`src/design/wrsag_pkg.sv`:
```
// Constants, types and encodings for the working register and stack address generator
// How it works
// [RULE1] Short operand bit 3 selects slice pointer zero or one.
// [RULE2] Upper five pointer bits become upper five address bits, one 8-byte slice.
// [RULE3] Operand bits 2 to 0 become the low three address bits.
// [RULE4] Byte operand with upper nibble 1100B resolves like a short working operand.
// [RULE5] In byte working addressing bit 3 picks the pointer, bits 2-0 low bits.
// [RULE6] Call pushes program counter; subroutine exit pops it back.
// [RULE7] Interrupt entry pushes program counter and flags; interrupt exit pops both.
// [RULE8] Stack pointer decrements before each push, increments after each pop.
// [RULE9] Stack pointer high byte lives at D8H, low byte at D9H.
// [RULE10] Stack pointer has no reset value; undefined until software writes it.
// [RULE11] Stack pointer steps as a full 16-bit word, carries reach high byte.
// [RULE12] Software should start the low byte at FFH to spare the high byte.
// [RULE13] Register mode returns the named register or pair contents as operand.
// [RULE14] Indirect register mode uses register or pair contents as the address.
// [RULE15] Indirect register addressing never reaches set-1 locations C0H to FFH.
// [RULE16] Seven addressing modes exist; this block resolves the register-based ones.
// [RULE17] After reset pointers select C0H-C7H and C8H-CFH.
// [RULE18] Register pair: even address holds MSB, next odd holds LSB.
package wrsag_pkg;
  // ----------------------------------------------------------------
  // Register map and reset values
  // ----------------------------------------------------------------
  localparam logic [7:0] WRSAG_SP_HI_ADDR = 8'hd8;
  localparam logic [7:0] WRSAG_SP_LO_ADDR = 8'hd9;
  localparam logic [7:0] WRSAG_SP0_ADDR   = 8'hd6;
  localparam logic [7:0] WRSAG_SP1_ADDR   = 8'hd7;
  localparam logic [7:0] WRSAG_SP0_RST    = 8'hc0;
  localparam logic [7:0] WRSAG_SP1_RST    = 8'hc8;
  localparam logic [3:0] WRSAG_WORK_NIB   = 4'hc;
  localparam logic [1:0] WRSAG_SET1_TOP   = 2'h3;
  localparam int         WRSAG_SEL_BIT    = 3;

  // ----------------------------------------------------------------
  // Modes and stack commands
  // ----------------------------------------------------------------
  typedef enum logic [2:0] {
    WRSAG_M_REG   = 3'h0,
    WRSAG_M_IREG  = 3'h1,
    WRSAG_M_IDX   = 3'h2,
    WRSAG_M_DA    = 3'h3,
    WRSAG_M_IA    = 3'h4,
    WRSAG_M_RA    = 3'h5,
    WRSAG_M_IM    = 3'h6
  } wrsag_mode_e;

  typedef enum logic [2:0] {
    WRSAG_C_NONE  = 3'h0,
    WRSAG_C_PUSH  = 3'h1,
    WRSAG_C_POP   = 3'h2,
    WRSAG_C_CALL  = 3'h3,
    WRSAG_C_SUB_EXIT = 3'h4,
    WRSAG_C_INT      = 3'h5,
    WRSAG_C_INT_EXIT = 3'h6
  } wrsag_cmd_e;

  // Stack sequencer: Gray codes along idle, byte 0, byte 1, byte 2
  typedef enum logic [1:0] {
    WRSAG_S_IDLE  = 2'b00,
    WRSAG_S_B0    = 2'b01,
    WRSAG_S_B1    = 2'b11,
    WRSAG_S_B2    = 2'b10
  } wrsag_state_e;

  // Operand request from the sequencer
  typedef struct packed {
    logic        valid;
    wrsag_mode_e mode;
    logic        short_op;
    logic        pair;
    logic [7:0]  field;
  } wrsag_opreq_s;

  // Register file access issued by the block
  typedef struct packed {
    logic       rd;
    logic       wr;
    logic [7:0] addr;
    logic [7:0] wdata;
  } wrsag_rfreq_s;
endpackage

```
`src/design/wrsag_core.sv`:
```
// Working register address generation and system stack pointer sequencer
`timescale 1ns/100ps
module wrsag_core
  import wrsag_pkg::*;
(
  input  wire logic         clock,
  input  wire logic         reset,
  input  wire wrsag_opreq_s op_req,
  input  wire logic         sp_lo_set,
  input  wire logic         sp_hi_set,
  input  wire logic [7:0]   sp_set_data,
  input  wire logic         ptr_set,
  input  wire logic [7:0]   ptr_set_data,
  input  wire logic         ptr_set_sel,
  input  wire wrsag_cmd_e   stk_cmd,
  input  wire logic [15:0]  stk_pc,
  input  wire logic [7:0]   stk_flags,
  input  wire logic [7:0]   stk_data,
  input  wire logic [7:0]   rf_rdata,
  output wrsag_rfreq_s      rf_req_r,
  output logic              op_done_r,
  output logic [15:0]       op_addr_r,
  output logic [15:0]       op_value_r,
  output logic              op_reject_r,
  output logic              stk_busy_r,
  output logic              stk_done_r,
  output logic [15:0]       pc_out_r,
  output logic [7:0]        flags_out_r,
  output logic [7:0]        pop_data_r,
  output logic [15:0]       stack_pointer_word_r,
  output logic [7:0]        slice_pointer_zero_r,
  output logic [7:0]        slice_pointer_one_r
);

  // ----------------------------------------------------------------
  // Helpers
  // ----------------------------------------------------------------
  // Working register resolution, shared by the short and byte forms
  function automatic logic [7:0] work_addr(input logic [3:0] nib,
                                           input logic [7:0] p0,
                                           input logic [7:0] p1);
    logic [7:0] p;
    p = nib[WRSAG_SEL_BIT] ? p1 : p0;  // RULE1 RULE5
    return {p[7:3], nib[2:0]};          // RULE2 RULE3
  endfunction

  function automatic logic [7:0] resolve(input wrsag_opreq_s r,
                                         input logic [7:0] p0,
                                         input logic [7:0] p1);
    if (r.short_op || r.field[7:4] == WRSAG_WORK_NIB) begin
      return work_addr(r.field[3:0], p0, p1);  // RULE4
    end
    return r.field;
  endfunction

  // ----------------------------------------------------------------
  // Operand state
  // ----------------------------------------------------------------
  logic [7:0]   base_r;
  logic         pair_r;
  logic         ind_r;
  logic [1:0]   op_ph_r;
  logic [7:0]   hi_r;
  wrsag_state_e st_r;
  wrsag_cmd_e   cmd_r;
  logic [7:0]   res_addr;
  logic         op_go;

  assign res_addr = resolve(op_req, slice_pointer_zero_r, slice_pointer_one_r);
  assign op_go    = op_req.valid && op_ph_r == 2'd0 && st_r == WRSAG_S_IDLE &&
                    (op_req.mode == WRSAG_M_REG || op_req.mode == WRSAG_M_IREG);

  // Slice pointers: reset to the common working area
  always_ff @(posedge clock) begin
    if (reset) begin
      slice_pointer_zero_r <= WRSAG_SP0_RST;  // RULE17
      slice_pointer_one_r  <= WRSAG_SP1_RST;  // RULE17
    end else if (ptr_set && !ptr_set_sel) begin
      slice_pointer_zero_r <= ptr_set_data;
    end else if (ptr_set) begin
      slice_pointer_one_r <= ptr_set_data;
    end
  end

  // Operand read: phase 1 reads MSB (even), phase 2 reads LSB (odd)
  always_ff @(posedge clock) begin
    if (reset) begin
      op_ph_r     <= 2'd0;
      op_done_r   <= 1'b0;
      op_reject_r <= 1'b0;
      op_addr_r   <= 16'h0000;
      op_value_r  <= 16'h0000;
      base_r      <= 8'h00;
      pair_r      <= 1'b0;
      ind_r       <= 1'b0;
      hi_r        <= 8'h00;
    end else begin
      op_done_r   <= 1'b0;
      op_reject_r <= 1'b0;
      if (op_req.valid && op_ph_r == 2'd0 && st_r == WRSAG_S_IDLE && !op_go) begin
        op_reject_r <= 1'b1;  // Modes outside this block are refused; RULE16
      end
      if (op_go) begin
        base_r  <= op_req.pair ? {res_addr[7:1], 1'b0} : res_addr;  // RULE18
        pair_r  <= op_req.pair;
        ind_r   <= op_req.mode == WRSAG_M_IREG;
        op_ph_r <= 2'd1;
      end else if (op_ph_r == 2'd1) begin
        hi_r    <= rf_rdata;
        op_ph_r <= pair_r ? 2'd2 : 2'd3;
      end else if (op_ph_r != 2'd0) begin
        op_ph_r   <= 2'd0;
        op_done_r <= 1'b1;
        if (ind_r) begin
          op_addr_r <= pair_r ? {hi_r, rf_rdata} : {8'h00, hi_r};  // RULE14
          // Byte pointers never reach set 1 upper area
          op_reject_r <= !pair_r && hi_r[7:6] == WRSAG_SET1_TOP;  // RULE15
        end else begin
          op_addr_r  <= {8'h00, base_r};
          op_value_r <= pair_r ? {hi_r, rf_rdata} : {8'h00, hi_r};  // RULE13
        end
      end
    end
  end

  // ----------------------------------------------------------------
  // Stack sequencer
  // ----------------------------------------------------------------
  logic [1:0]  nbytes;
  logic        is_push;
  logic [7:0]  push_byte;
  logic [15:0] sp_dec;
  logic [15:0] sp_inc;

  assign sp_dec  = stack_pointer_word_r - 16'h0001;  // RULE11
  assign sp_inc  = stack_pointer_word_r + 16'h0001;  // RULE11
  assign is_push = cmd_r == WRSAG_C_PUSH || cmd_r == WRSAG_C_CALL || cmd_r == WRSAG_C_INT;
  assign nbytes  = (cmd_r == WRSAG_C_INT || cmd_r == WRSAG_C_INT_EXIT) ? 2'd3 :
                   (cmd_r == WRSAG_C_CALL || cmd_r == WRSAG_C_SUB_EXIT) ? 2'd2 : 2'd1;

  // Push order: PC low, PC high, then flags; pops mirror it
  always_comb begin
    push_byte = stk_data;
    if (cmd_r == WRSAG_C_CALL || cmd_r == WRSAG_C_INT) begin
      unique case (st_r)
        WRSAG_S_B0: push_byte = stk_pc[7:0];   // RULE6 RULE7
        WRSAG_S_B1: push_byte = stk_pc[15:8];  // RULE6 RULE7
        WRSAG_S_B2: push_byte = stk_flags;     // RULE7
        WRSAG_S_IDLE: push_byte = stk_data;
      endcase
    end
  end

  // Stack pointer word: no reset on purpose, software must load it
  always_ff @(posedge clock) begin
    if (sp_hi_set) begin
      stack_pointer_word_r[15:8] <= sp_set_data;  // RULE9 RULE10
    end else if (st_r != WRSAG_S_IDLE && is_push) begin
      stack_pointer_word_r[15:8] <= sp_dec[15:8];  // RULE8
    end else if (rf_req_r.rd && st_r != WRSAG_S_IDLE) begin
      stack_pointer_word_r[15:8] <= sp_inc[15:8];  // RULE8
    end
    if (sp_lo_set) begin
      stack_pointer_word_r[7:0] <= sp_set_data;  // RULE9 RULE10
    end else if (st_r != WRSAG_S_IDLE && is_push) begin
      stack_pointer_word_r[7:0] <= sp_dec[7:0];  // RULE8
    end else if (rf_req_r.rd && st_r != WRSAG_S_IDLE) begin
      stack_pointer_word_r[7:0] <= sp_inc[7:0];  // RULE8
    end
  end

  // Step through the bytes; pops need a read then a capture cycle
  logic rd_wait_r;
  always_ff @(posedge clock) begin
    if (reset) begin
      st_r        <= WRSAG_S_IDLE;
      cmd_r       <= WRSAG_C_NONE;
      stk_busy_r  <= 1'b0;
      stk_done_r  <= 1'b0;
      rd_wait_r   <= 1'b0;
      pc_out_r    <= 16'h0000;
      flags_out_r <= 8'h00;
      pop_data_r  <= 8'h00;
    end else begin
      stk_done_r <= 1'b0;
      if (st_r == WRSAG_S_IDLE) begin
        if (stk_cmd != WRSAG_C_NONE && op_ph_r == 2'd0) begin
          cmd_r      <= stk_cmd;
          st_r       <= WRSAG_S_B0;
          stk_busy_r <= 1'b1;
        end
      end else if (!is_push && !rd_wait_r) begin
        rd_wait_r <= 1'b1;
      end else begin
        rd_wait_r <= 1'b0;
        if (!is_push) begin
          unique case (st_r)
            WRSAG_S_B0: begin
              if (cmd_r == WRSAG_C_INT_EXIT) flags_out_r <= rf_rdata;  // RULE7
              else if (cmd_r == WRSAG_C_POP) pop_data_r <= rf_rdata;
              else pc_out_r[15:8] <= rf_rdata;  // RULE6
            end
            WRSAG_S_B1: begin
              if (cmd_r == WRSAG_C_INT_EXIT) pc_out_r[15:8] <= rf_rdata;  // RULE7
              else pc_out_r[7:0] <= rf_rdata;  // RULE6
            end
            WRSAG_S_B2: pc_out_r[7:0] <= rf_rdata;  // RULE7
            WRSAG_S_IDLE: pop_data_r <= pop_data_r;
          endcase
        end
        if ((st_r == WRSAG_S_B0 && nbytes == 2'd1) || (st_r == WRSAG_S_B1 && nbytes == 2'd2) ||
            st_r == WRSAG_S_B2) begin
          st_r       <= WRSAG_S_IDLE;
          stk_busy_r <= 1'b0;
          stk_done_r <= 1'b1;
        end else begin
          st_r <= st_r == WRSAG_S_B0 ? WRSAG_S_B1 : WRSAG_S_B2;
        end
      end
    end
  end

  // Register file port: operand reads, push writes, pop reads
  always_ff @(posedge clock) begin
    if (reset) begin
      rf_req_r <= '0;
    end else begin
      rf_req_r <= '0;
      if (op_go) begin
        rf_req_r.rd   <= 1'b1;
        rf_req_r.addr <= op_req.pair ? {res_addr[7:1], 1'b0} : res_addr;
      end else if (op_ph_r == 2'd1 && pair_r) begin
        rf_req_r.rd   <= 1'b1;
        rf_req_r.addr <= base_r | 8'h01;  // RULE18
      end else if (st_r != WRSAG_S_IDLE && is_push) begin
        rf_req_r.wr    <= 1'b1;
        rf_req_r.addr  <= sp_dec[7:0];  // RULE8
        rf_req_r.wdata <= push_byte;
      end else if (st_r != WRSAG_S_IDLE && !rd_wait_r) begin
        rf_req_r.rd   <= 1'b1;
        rf_req_r.addr <= stack_pointer_word_r[7:0];  // RULE8
      end
    end
  end

  // ----------------------------------------------------------------
  // Assertions
  // ----------------------------------------------------------------
  // Slice pointers must land on the common area after every reset
  property p_reset_ptrs;
    @(posedge clock) reset |=> slice_pointer_zero_r == WRSAG_SP0_RST &&
                               slice_pointer_one_r == WRSAG_SP1_RST;
  endproperty
  a_reset_ptrs: assert property (p_reset_ptrs) else $error("pointer reset wrong"); // RULE17

  property p_short_addr;
    @(posedge clock) disable iff (reset)
      op_go && op_req.short_op && !op_req.pair |=>
      rf_req_r.addr == {$past(op_req.field[3]) ? $past(slice_pointer_one_r[7:3]) :
                        $past(slice_pointer_zero_r[7:3]), $past(op_req.field[2:0])};
  endproperty
  a_short_addr: assert property (p_short_addr) else $error("short address wrong"); // RULE1

  property p_push_dec;
    @(posedge clock) disable iff (reset || sp_lo_set || sp_hi_set)
      rf_req_r.wr && stk_busy_r |-> rf_req_r.addr == stack_pointer_word_r[7:0];
  endproperty
  a_push_dec: assert property (p_push_dec) else $error("push not predecremented"); // RULE8

  // A pop read moves the pointer up by exactly one, carry into the high byte included
  property p_pop_inc;
    @(posedge clock) disable iff (reset)
      rf_req_r.rd && st_r != WRSAG_S_IDLE && !sp_lo_set && !sp_hi_set |=>
      stack_pointer_word_r == $past(stack_pointer_word_r) + 16'h0001;
  endproperty
  a_pop_inc: assert property (p_pop_inc) else $error("pop not postincremented"); // RULE8

  // A pair read always starts at the even location, which holds the high byte
  property p_pair_even;
    @(posedge clock) disable iff (reset)
      op_go && op_req.pair |=> rf_req_r.rd && !rf_req_r.addr[0];
  endproperty
  a_pair_even: assert property (p_pair_even) else $error("pair start not even"); // RULE18

  property p_call_len;
    @(posedge clock) disable iff (reset)
      st_r == WRSAG_S_IDLE && stk_cmd == WRSAG_C_CALL && op_ph_r == 2'd0 |-> ##3 stk_done_r;
  endproperty
  a_call_len: assert property (p_call_len) else $error("call length wrong"); // RULE6

  property p_ind_set1;
    @(posedge clock) disable iff (reset)
      op_done_r && ind_r && !pair_r && op_addr_r[7:6] == WRSAG_SET1_TOP |-> op_reject_r;
  endproperty
  a_ind_set1: assert property (p_ind_set1) else $error("set1 indirect allowed"); // RULE15

  // Main scenarios the bench is expected to reach
  c_call: cover property (@(posedge clock) stk_cmd == WRSAG_C_CALL ##[1:4] stk_done_r);
  c_int_exit: cover property (@(posedge clock) stk_cmd == WRSAG_C_INT_EXIT ##[1:8] stk_done_r);
  c_pop: cover property (@(posedge clock) stk_cmd == WRSAG_C_POP ##[1:4] stk_done_r);
  c_pair: cover property (@(posedge clock) op_go && op_req.pair ##3 op_done_r);
endmodule

```
`config.mk`:
```
export PLATFORM = sky130hd
export DESIGN_NAME = wrsag_core
export DESIGN_NICKNAME = d
export VERILOG_FILES = /design/src/design/wrsag_pkg.sv /design/src/design/wrsag_core.sv
export SDC_FILE = /design/constraint.sdc
export NUM_CORES = 1
export LEC_CHECK = 0
export ABC_AREA = 1
export BUFFER_PORTS_ARGS = -buffer_cell sky130_fd_sc_hd__buf_2
export CELL_PAD_IN_SITES_DETAIL_PLACEMENT = 2
export CELL_PAD_IN_SITES_GLOBAL_PLACEMENT = 2
export CORE_ASPECT_RATIO = 0.9
export CORE_UTILIZATION = 25
export DETAILED_ROUTE_END_ITERATION = 12
export PLACE_DENSITY = 0.78
export SLEW_MARGIN = 25
export SYNTH_ARGS = -nofsm -noshare
export SYNTH_HDL_FRONTEND = slang
export SYNTH_SLANG_ARGS = --single-unit
```
`constraint.sdc`:
```
create_clock -name clock -period 1.58 [get_ports clock]
set_clock_uncertainty 0.1 [all_clocks]
set_input_delay 0.237 -clock clock [delete_from_list [all_inputs] [get_ports clock]]
set_output_delay 0.237 -clock clock [all_outputs]
set_load 0.01 [all_outputs]
```
==> results.yml, run 1 <==
yosys:
  synthDominantCellAreaShare: 0.375
  ys_async_sr_fraction: 0
  yosys_register_bits: 144
  synth_area_leader_cell: "dfxtp_1"
  yosysWarnings: 0
  yosysSeqAreaShare: 0.446
  netlist_area_sq_mm: 0.00683
  synth_edf_count: 16
  synth.top_cells.by_area: "dfxtp_1 (38%), nand2_1 (11%), edfxtp_1 (7.0%), o21ai_0 (6.8%), nor2_1 (6.5%)"
  avgSynthCellArea_sq_um: 7.10
  synthCells: 961
  syn_nets: 1042
  synthFlopType: "dfxtp_1"
  netlist-cell-type-count: 41
setup_path:
  cp_max_fo: 4
  worstSetupPathType: "flip-flop to flip-flop"
  endpoint_kind: "flip-flop"
  required_ps: 1650
  cp_cell_sequence: "buf_6 -> ha_4 -> nand2_4 -> nor2_4 -> buf_6 -> xor2_2 -> a21oi_1 -> a21oi_1"
  slowest_stage: "edfxtp_1"
  start_kind: "flip-flop"
  critPathTopFamily: "flip-flops"
  rr_worst_depth: 8
  crit_buf_inv: 2
  arrival_ps: 1940
  crit_cells: 8
  cpPeakStageDelay_ps: 470
drt:
  vias_per_cell: 4.98
  vias: 8371
  dr.pass1.iters: 4
  drt_iter0_drc: 324
  drc: 0
  ant_nets: 0
  avgRoutedWirePerCell_um: 22.0
  totalWireLength_mm: 36.9
clock_tree:
  cts_num_sinks: 144
  clk_path_buf_depth: 2
  cts_made_buffers: 17
  cts.clk_slew.worst_paths_ps: 70
  root_buffer: "clkbuf_16"
  clock_latency_ps: 440
  cts_tree: "done"
  cts_max_level: 4
placed_design:
  post_dp_cell_area_sq_mm: 0.00896
  dp_hpwl_mm: 22.6
  gp_congestion: 0.848
  placedCellCount: 1570
  portBuffers: 196
pwr:
  swShare: 0.392
  power_switching_uw: 6010
  pwr-share-comb: 0.420
  peakVddDrop_mv: 0.948
  seqPwrFrac: 0.306
  power_uw: 15300
  power_leakage_uw: 0.00512
  p_clk_frac: 0.274
  internal_power_uw: 9310
  p_per_area_mw_per_mm2: 1360
sta:
  worst_pin_slew_ps: 430
  layout_min_cycle_time_ps: 1870
  setup_viol: 75
  post-route-period-util: 1.18
  slew_headroom: 0.711
  setup_slack_ps: -289
  rsz0062_at_grt: "true"
  max_freq_ghz: 0.535
  hold_violations: 0
  drv_slew: 0
finish:
  fin_util: 0.426
  nets: 1400
  drive_above_1_share: 0.429
  synthToLayoutAreaGrowth_pct: 65.0
  fin_area_sq_mm: 0.0113
  finalNonFillerCells: 1681
min_path:
  hold_depth: 3
  hold_class: "input port to flip-flop"
floorplan:
  rows: 56
  die_area_sq_mm: 0.0280
  die_w_um: 176
  initial_core_util: 0.258
  io_pins: 197
  coreArea_sq_mm: 0.0264
  die_h_um: 159
global_routing:
  grt_pass1_vias: 9059
  grt_pass1_wl_mm: 51.2
  track_usage: 0.239
  overflow: 0
  antenna_found_initial: 2
  grt_max_degree: 54
run_status:
  status: "finished with violations"
  violations: "setup timing"
job:
  maxCapViolations: 0
[stage by stage]
stage	setup TNS [ps]	hold slack, ps	worst slack, ps
detailed placement	-10530	336	-318
floorplan	-974	250	-81.6
CTS	-3010	3.78	-165
global placement	-4590	327	-230
finish	-10760	27.2	-289
global route	-14930	28.7	-332
[final timing paths]
check | start | endpoint | slack (ps)
worst max-delay path | stack_pointer_word_r[1] | stack_pointer_word_r[6] | -290
worst min-delay path | sp_set_data[6] | stack_pointer_word_r[14] | 30
worst max register to register | stack_pointer_word_r[1] | stack_pointer_word_r[6] | -290
worst min register to register | pc_out_r[6] | pc_out_r[6] | 350
[state kept, by name, summed over array words and instances (netlist names), 2 cells and up]
| register | count |
|---|---|
| pc_out_r | 16 |
| slice_pointer_one_r | 8 |
| stack_pointer_word_r | 16 |
| hi_r | 8 |
| op_addr_r | 16 |
| base_r | 8 |
| pop_data_r | 8 |
| cmd_r | 3 |
| flags_out_r | 8 |
| rf_req_r | 18 |
| op_value_r | 16 |
| st_r | 2 |
| op_ph_r | 2 |
| slice_pointer_zero_r | 8 |
[synthesized netlist by cell type (2+ instances only)]
cell type	number
nand2_1	202
dfxtp_1	128
nor2_1	119
inv_1	107
o21ai_0	93
a21oi_1	82
nand3_1	81
clkbuf_1	22
o211ai_1	20
edfxtp_1	16
buf_2	10
a22oi_1	8
nand4_1	7
nor2_2	6
a31oi_1	5
buf_6	5
nand3b_1	4
buf_1	3
clkinv_1	3
inv_2	3
nand2_2	3
nor2_4	3
xor2_1	3
a21boi_0	2
ha_1	2
nand2_4	2
nand3_2	2
nand3_4	2
nor3_1	2
o21ai_1	2
o21bai_1	2
o22ai_1	2
or2_2	2
[worst register-to-register path, cell delays in order (launching register included)]
cell and delay (ps):
edfxtp_1 470, buf_6 170, ha_4 170, nand2_4 110, nor2_4 60, buf_6 120
xor2_2 140, a21oi_1 170, a21oi_1 100
[power groups by stage]
stage | combinational, uW | sequential, uW | clock (uW)
final | 6430 | 4690 | 4200
after global routing | 6850 | 4730 | 4400
after CTS | 5260 | 4630 | 4220
after detailed placement | 4370 | 4670 | 0
after global placement | 4200 | 4640 | 0
after floorplan | 2040 | 4750 | 0
[cell families after synthesis]
kind of cell / count (synthesis) / share of synthesized area
DFF: 144 / 0.446
and+or+nand+nor: 437 / 0.277
adders and majority gates: 2 / 0.00367
muxes: 1 / 0.00147
AOI/OAI and AO/OA: 219 / 0.175
buffers and inverters: 155 / 0.0933
xor gates and xnor gates: 3 / 0.00385
[layer usage]
layer / vias up / part of all wire / track usage
met1: 4214 / 0.40 / 0.271
met5: - / 0 / 0
met2: 225 / 0.52 / 0.426
met3: 55 / 0.053 / 0.0685
met4: 0 / 0.026 / 0.0719
li1: 3877 / - / -
[cell usage in the layout (no fill, tap or decap), types with 4 or more instances in the layout]
master         synthesis  layout
o21ai_1                2      13
nand2_2                3      24
a22oi_1                8       8
nand3_4                2      15
nand4_1                7       7
nand3_1               81      60
inv_4                  0       6
clkbuf_16              0      19
inv_1                107      94
inv_2                  3       8
o211ai_1              20      20
a31oi_1                5       4
nand2_1              202     173
buf_12                 0      11
nand3b_1               4       4
nor2_2                 6      27
edfxtp_1              16      16
a21oi_2                0      14
a21oi_1               82      68
o21ai_0               93      55
buf_2                 10     186
dlygate4sd3_1          0      21
o21ai_2                0      26
dfxtp_2                0       4
buf_6                  5      56
buf_4                  1     102
clkinv_4               0       5
nand3_2                2      12
nand2_4                2      10
nor2_1               119      81
nor2_4                 3      20
dfxtp_1              128     121
[final cells by class]
| type | count | area [sq um] |
|---|---|---|
| Clock inverter | 14 | 159 |
| Multi-Input combinational cell | 664 | 3900 |
| Inverter | 113 | 455 |
| Antenna cell | 2 | 5.00 |
| Clock buffer | 17 | 425 |
| Sequential cell | 144 | 3060 |
| Tap cell | 348 | 435 |
| Fill cell | 3030 | 15200 |
| Timing Repair Buffer | 379 | 2820 |
[timing repair]
item / CTS / global route
gates cloned: 2 / 2
hold buffers: 21 / 0
pin swaps: 34 / 61
setup buffers: 30 / 27
hold endpoints to repair: 31 / 0
endpoints found under the setup margin: 112 / 122
resized for setup: 138 / 167
(Power assumes the default switching activity.)
==> run 2: changes to the inputs <==
--- a/config.mk
+++ b/config.mk
@@ -12,6 +12,7 @@
 export CORE_ASPECT_RATIO = 0.9
 export CORE_UTILIZATION = 25
 export DETAILED_ROUTE_END_ITERATION = 12
+export GPL_TIMING_DRIVEN = 0
 export PLACE_DENSITY = 0.78
 export SLEW_MARGIN = 25
 export SYNTH_ARGS = -nofsm -noshare
==> results.yml, run 2 (synthesis results as in run 1) <==
run_status:
  status: "finished with violations"
  violations: "setup timing"
placed_design:
  placedCellCount: 1504
  dp_hpwl_mm: 21.9
  post_dp_cell_area_sq_mm: 0.00830
  gp_congestion: 0.840
  portBuffers: 195
finish:
  finalNonFillerCells: 1642
  synthToLayoutAreaGrowth_pct: 57.1
  drive_above_1_share: 0.408
  regArea_sq_mm: 0.00307
  fin_area_sq_mm: 0.0107
  nets: 1361
  layout_commonest_cell: "buf_2"
  n_fill_cell: 3048
  largest_register_ffs: 18
  regMostFlops: "rf_req_r"
  mostFrequentLayoutCells: "buf_2 (193), nand2_1 (171), dfxtp_1 (119)"
  multi_input_area_sq_mm: 0.00393
drt:
  wl_met2_mm: 17.7
  wl_met1_mm: 13.9
  dr.pass1.iters: 4
  routed-wl-met3_mm: 1.79
  drt_iter0_drc: 382
  highest_layer: "met4"
  totalWireLength_mm: 34.0
  vias: 8068
  ant_nets: 0
  vias_per_cell: 4.91
  avgRoutedWirePerCell_um: 20.7
  drc: 0
clock_tree:
  cts_max_level: 4
  cts.clk_slew.worst_paths_ps: 70
  clock_latency_ps: 440
  root_buffer: "clkbuf_16"
  cts_num_sinks: 144
  cts_tree: "done"
  cts_made_buffers: 17
  clk_path_buf_depth: 2
sta:
  layout_min_cycle_time_ps: 2000
  worst_pin_slew_ps: 776
  drv_slew: 0
  rsz0062_at_grt: "true"
  max_freq_ghz: 0.501
  setup_slack_ps: -417
  hold_violations: 0
  setup_viol: 70
  post-route-period-util: 1.26
  hold_slack_ps: 22.2
  slew_headroom: 0.483
setup_path:
  endpoint_kind: "flip-flop"
  cp_max_fo: 5
  worstSetupPathType: "flip-flop to flip-flop"
  start_kind: "flip-flop"
  required_ps: 1670
  arrival_ps: 2090
global_routing:
  track_usage: 0.225
  grt_pass1_vias: 8585
  overflow: 0
  grt_pass1_wl_mm: 48.5
  antenna_found_initial: 1
  grt_max_degree: 17
floorplan:
  die_w_um: 176
  initial_core_util: 0.258
  die_area_sq_mm: 0.0280
  coreArea_sq_mm: 0.0264
  die_h_um: 159
  io_pins: 197
  rows: 56
pwr:
  p_per_area_mw_per_mm2: 1360
  power_leakage_uw: 0.00482
  peakVddDrop_mv: 0.761
min_path:
  hold_class: "input port to flip-flop"
job:
  maxCapViolations: 0
[run 2: cell type report]
class	instances	share of cell area
clock inverter	14	0.0153
clock buffer	18	0.0410
inverter	113	0.0421
timing repair buffer	303	0.183
buffer	39	0.0259
multi-input combinational	662	0.366
tap	348	0.0406
sequential	144	0.286
antenna	1	0.000233
[run 2: path summary, 6_finish.rpt]
kind / from / endpoint / slack [ps] / cells past startpoint
setup / recovery: stack_pointer_word_r[0] / stack_pointer_word_r[10] / -420 / 10
hold / removal: sp_set_data[7] / stack_pointer_word_r[15] / 20 / 3
setup reg to reg: stack_pointer_word_r[0] / stack_pointer_word_r[10] / -420 / 10
hold reg to reg: pop_data_r[6] / pop_data_r[6] / 350 / 2
[run 2: metal layers]
| layer | global-route usage | up-vias |
|---|---|---|
| met2 | 0.399 | 189 |
| met3 | 0.0560 | 43 |
| met5 | 0 | - |
| met1 | 0.270 | 4028 |
| li1 | - | 3808 |
| met4 | 0.0478 | 0 |
[run 2: timing repair]
action | CTS | global route
setup buffers | 48 | 39
hold buffers | 21 | 1
endpoints found under the hold margin | 31 | 2
pin swaps | 49 | 55
setup endpoints to repair | 127 | 115
gates resized for setup | 173 | 156
gates cloned | 2 | 0
[run 2: worst max-delay path: stages (launching register included)]
cell      delay [ps]
edfxtp_1         530
inv_2            140
buf_6            110
ha_4             160
nand2_4           80
nor2_4           180
nand3_4          120
nand2_4           90
nand3_1           70
nand3_1           90
nand2_1           70
[run 2: per-stage QoR]
| stage | setup slack, ps | utilization | TNS [ps] | power [uW] |
|---|---|---|---|---|
| after floorplan | -81.6 | - | -974 | 6780 |
| after global placement | -685 | 0.314 | -39600 | 8110 |
| after detailed placement | -690 | 0.314 | -42410 | 8240 |
| after CTS | -224 | 0.378 | -4640 | 13600 |
| after global routing | -496 | 0.406 | -15500 | 15300 |
| final | -417 | 0.406 | -10100 | 14600 |
[run 2: report_power, final]
group          internal [uW]  total [uW]  switching (uW)
clock network           2300        4290            1990
registers               4220        4720             493
logic                   2180        5590            3400
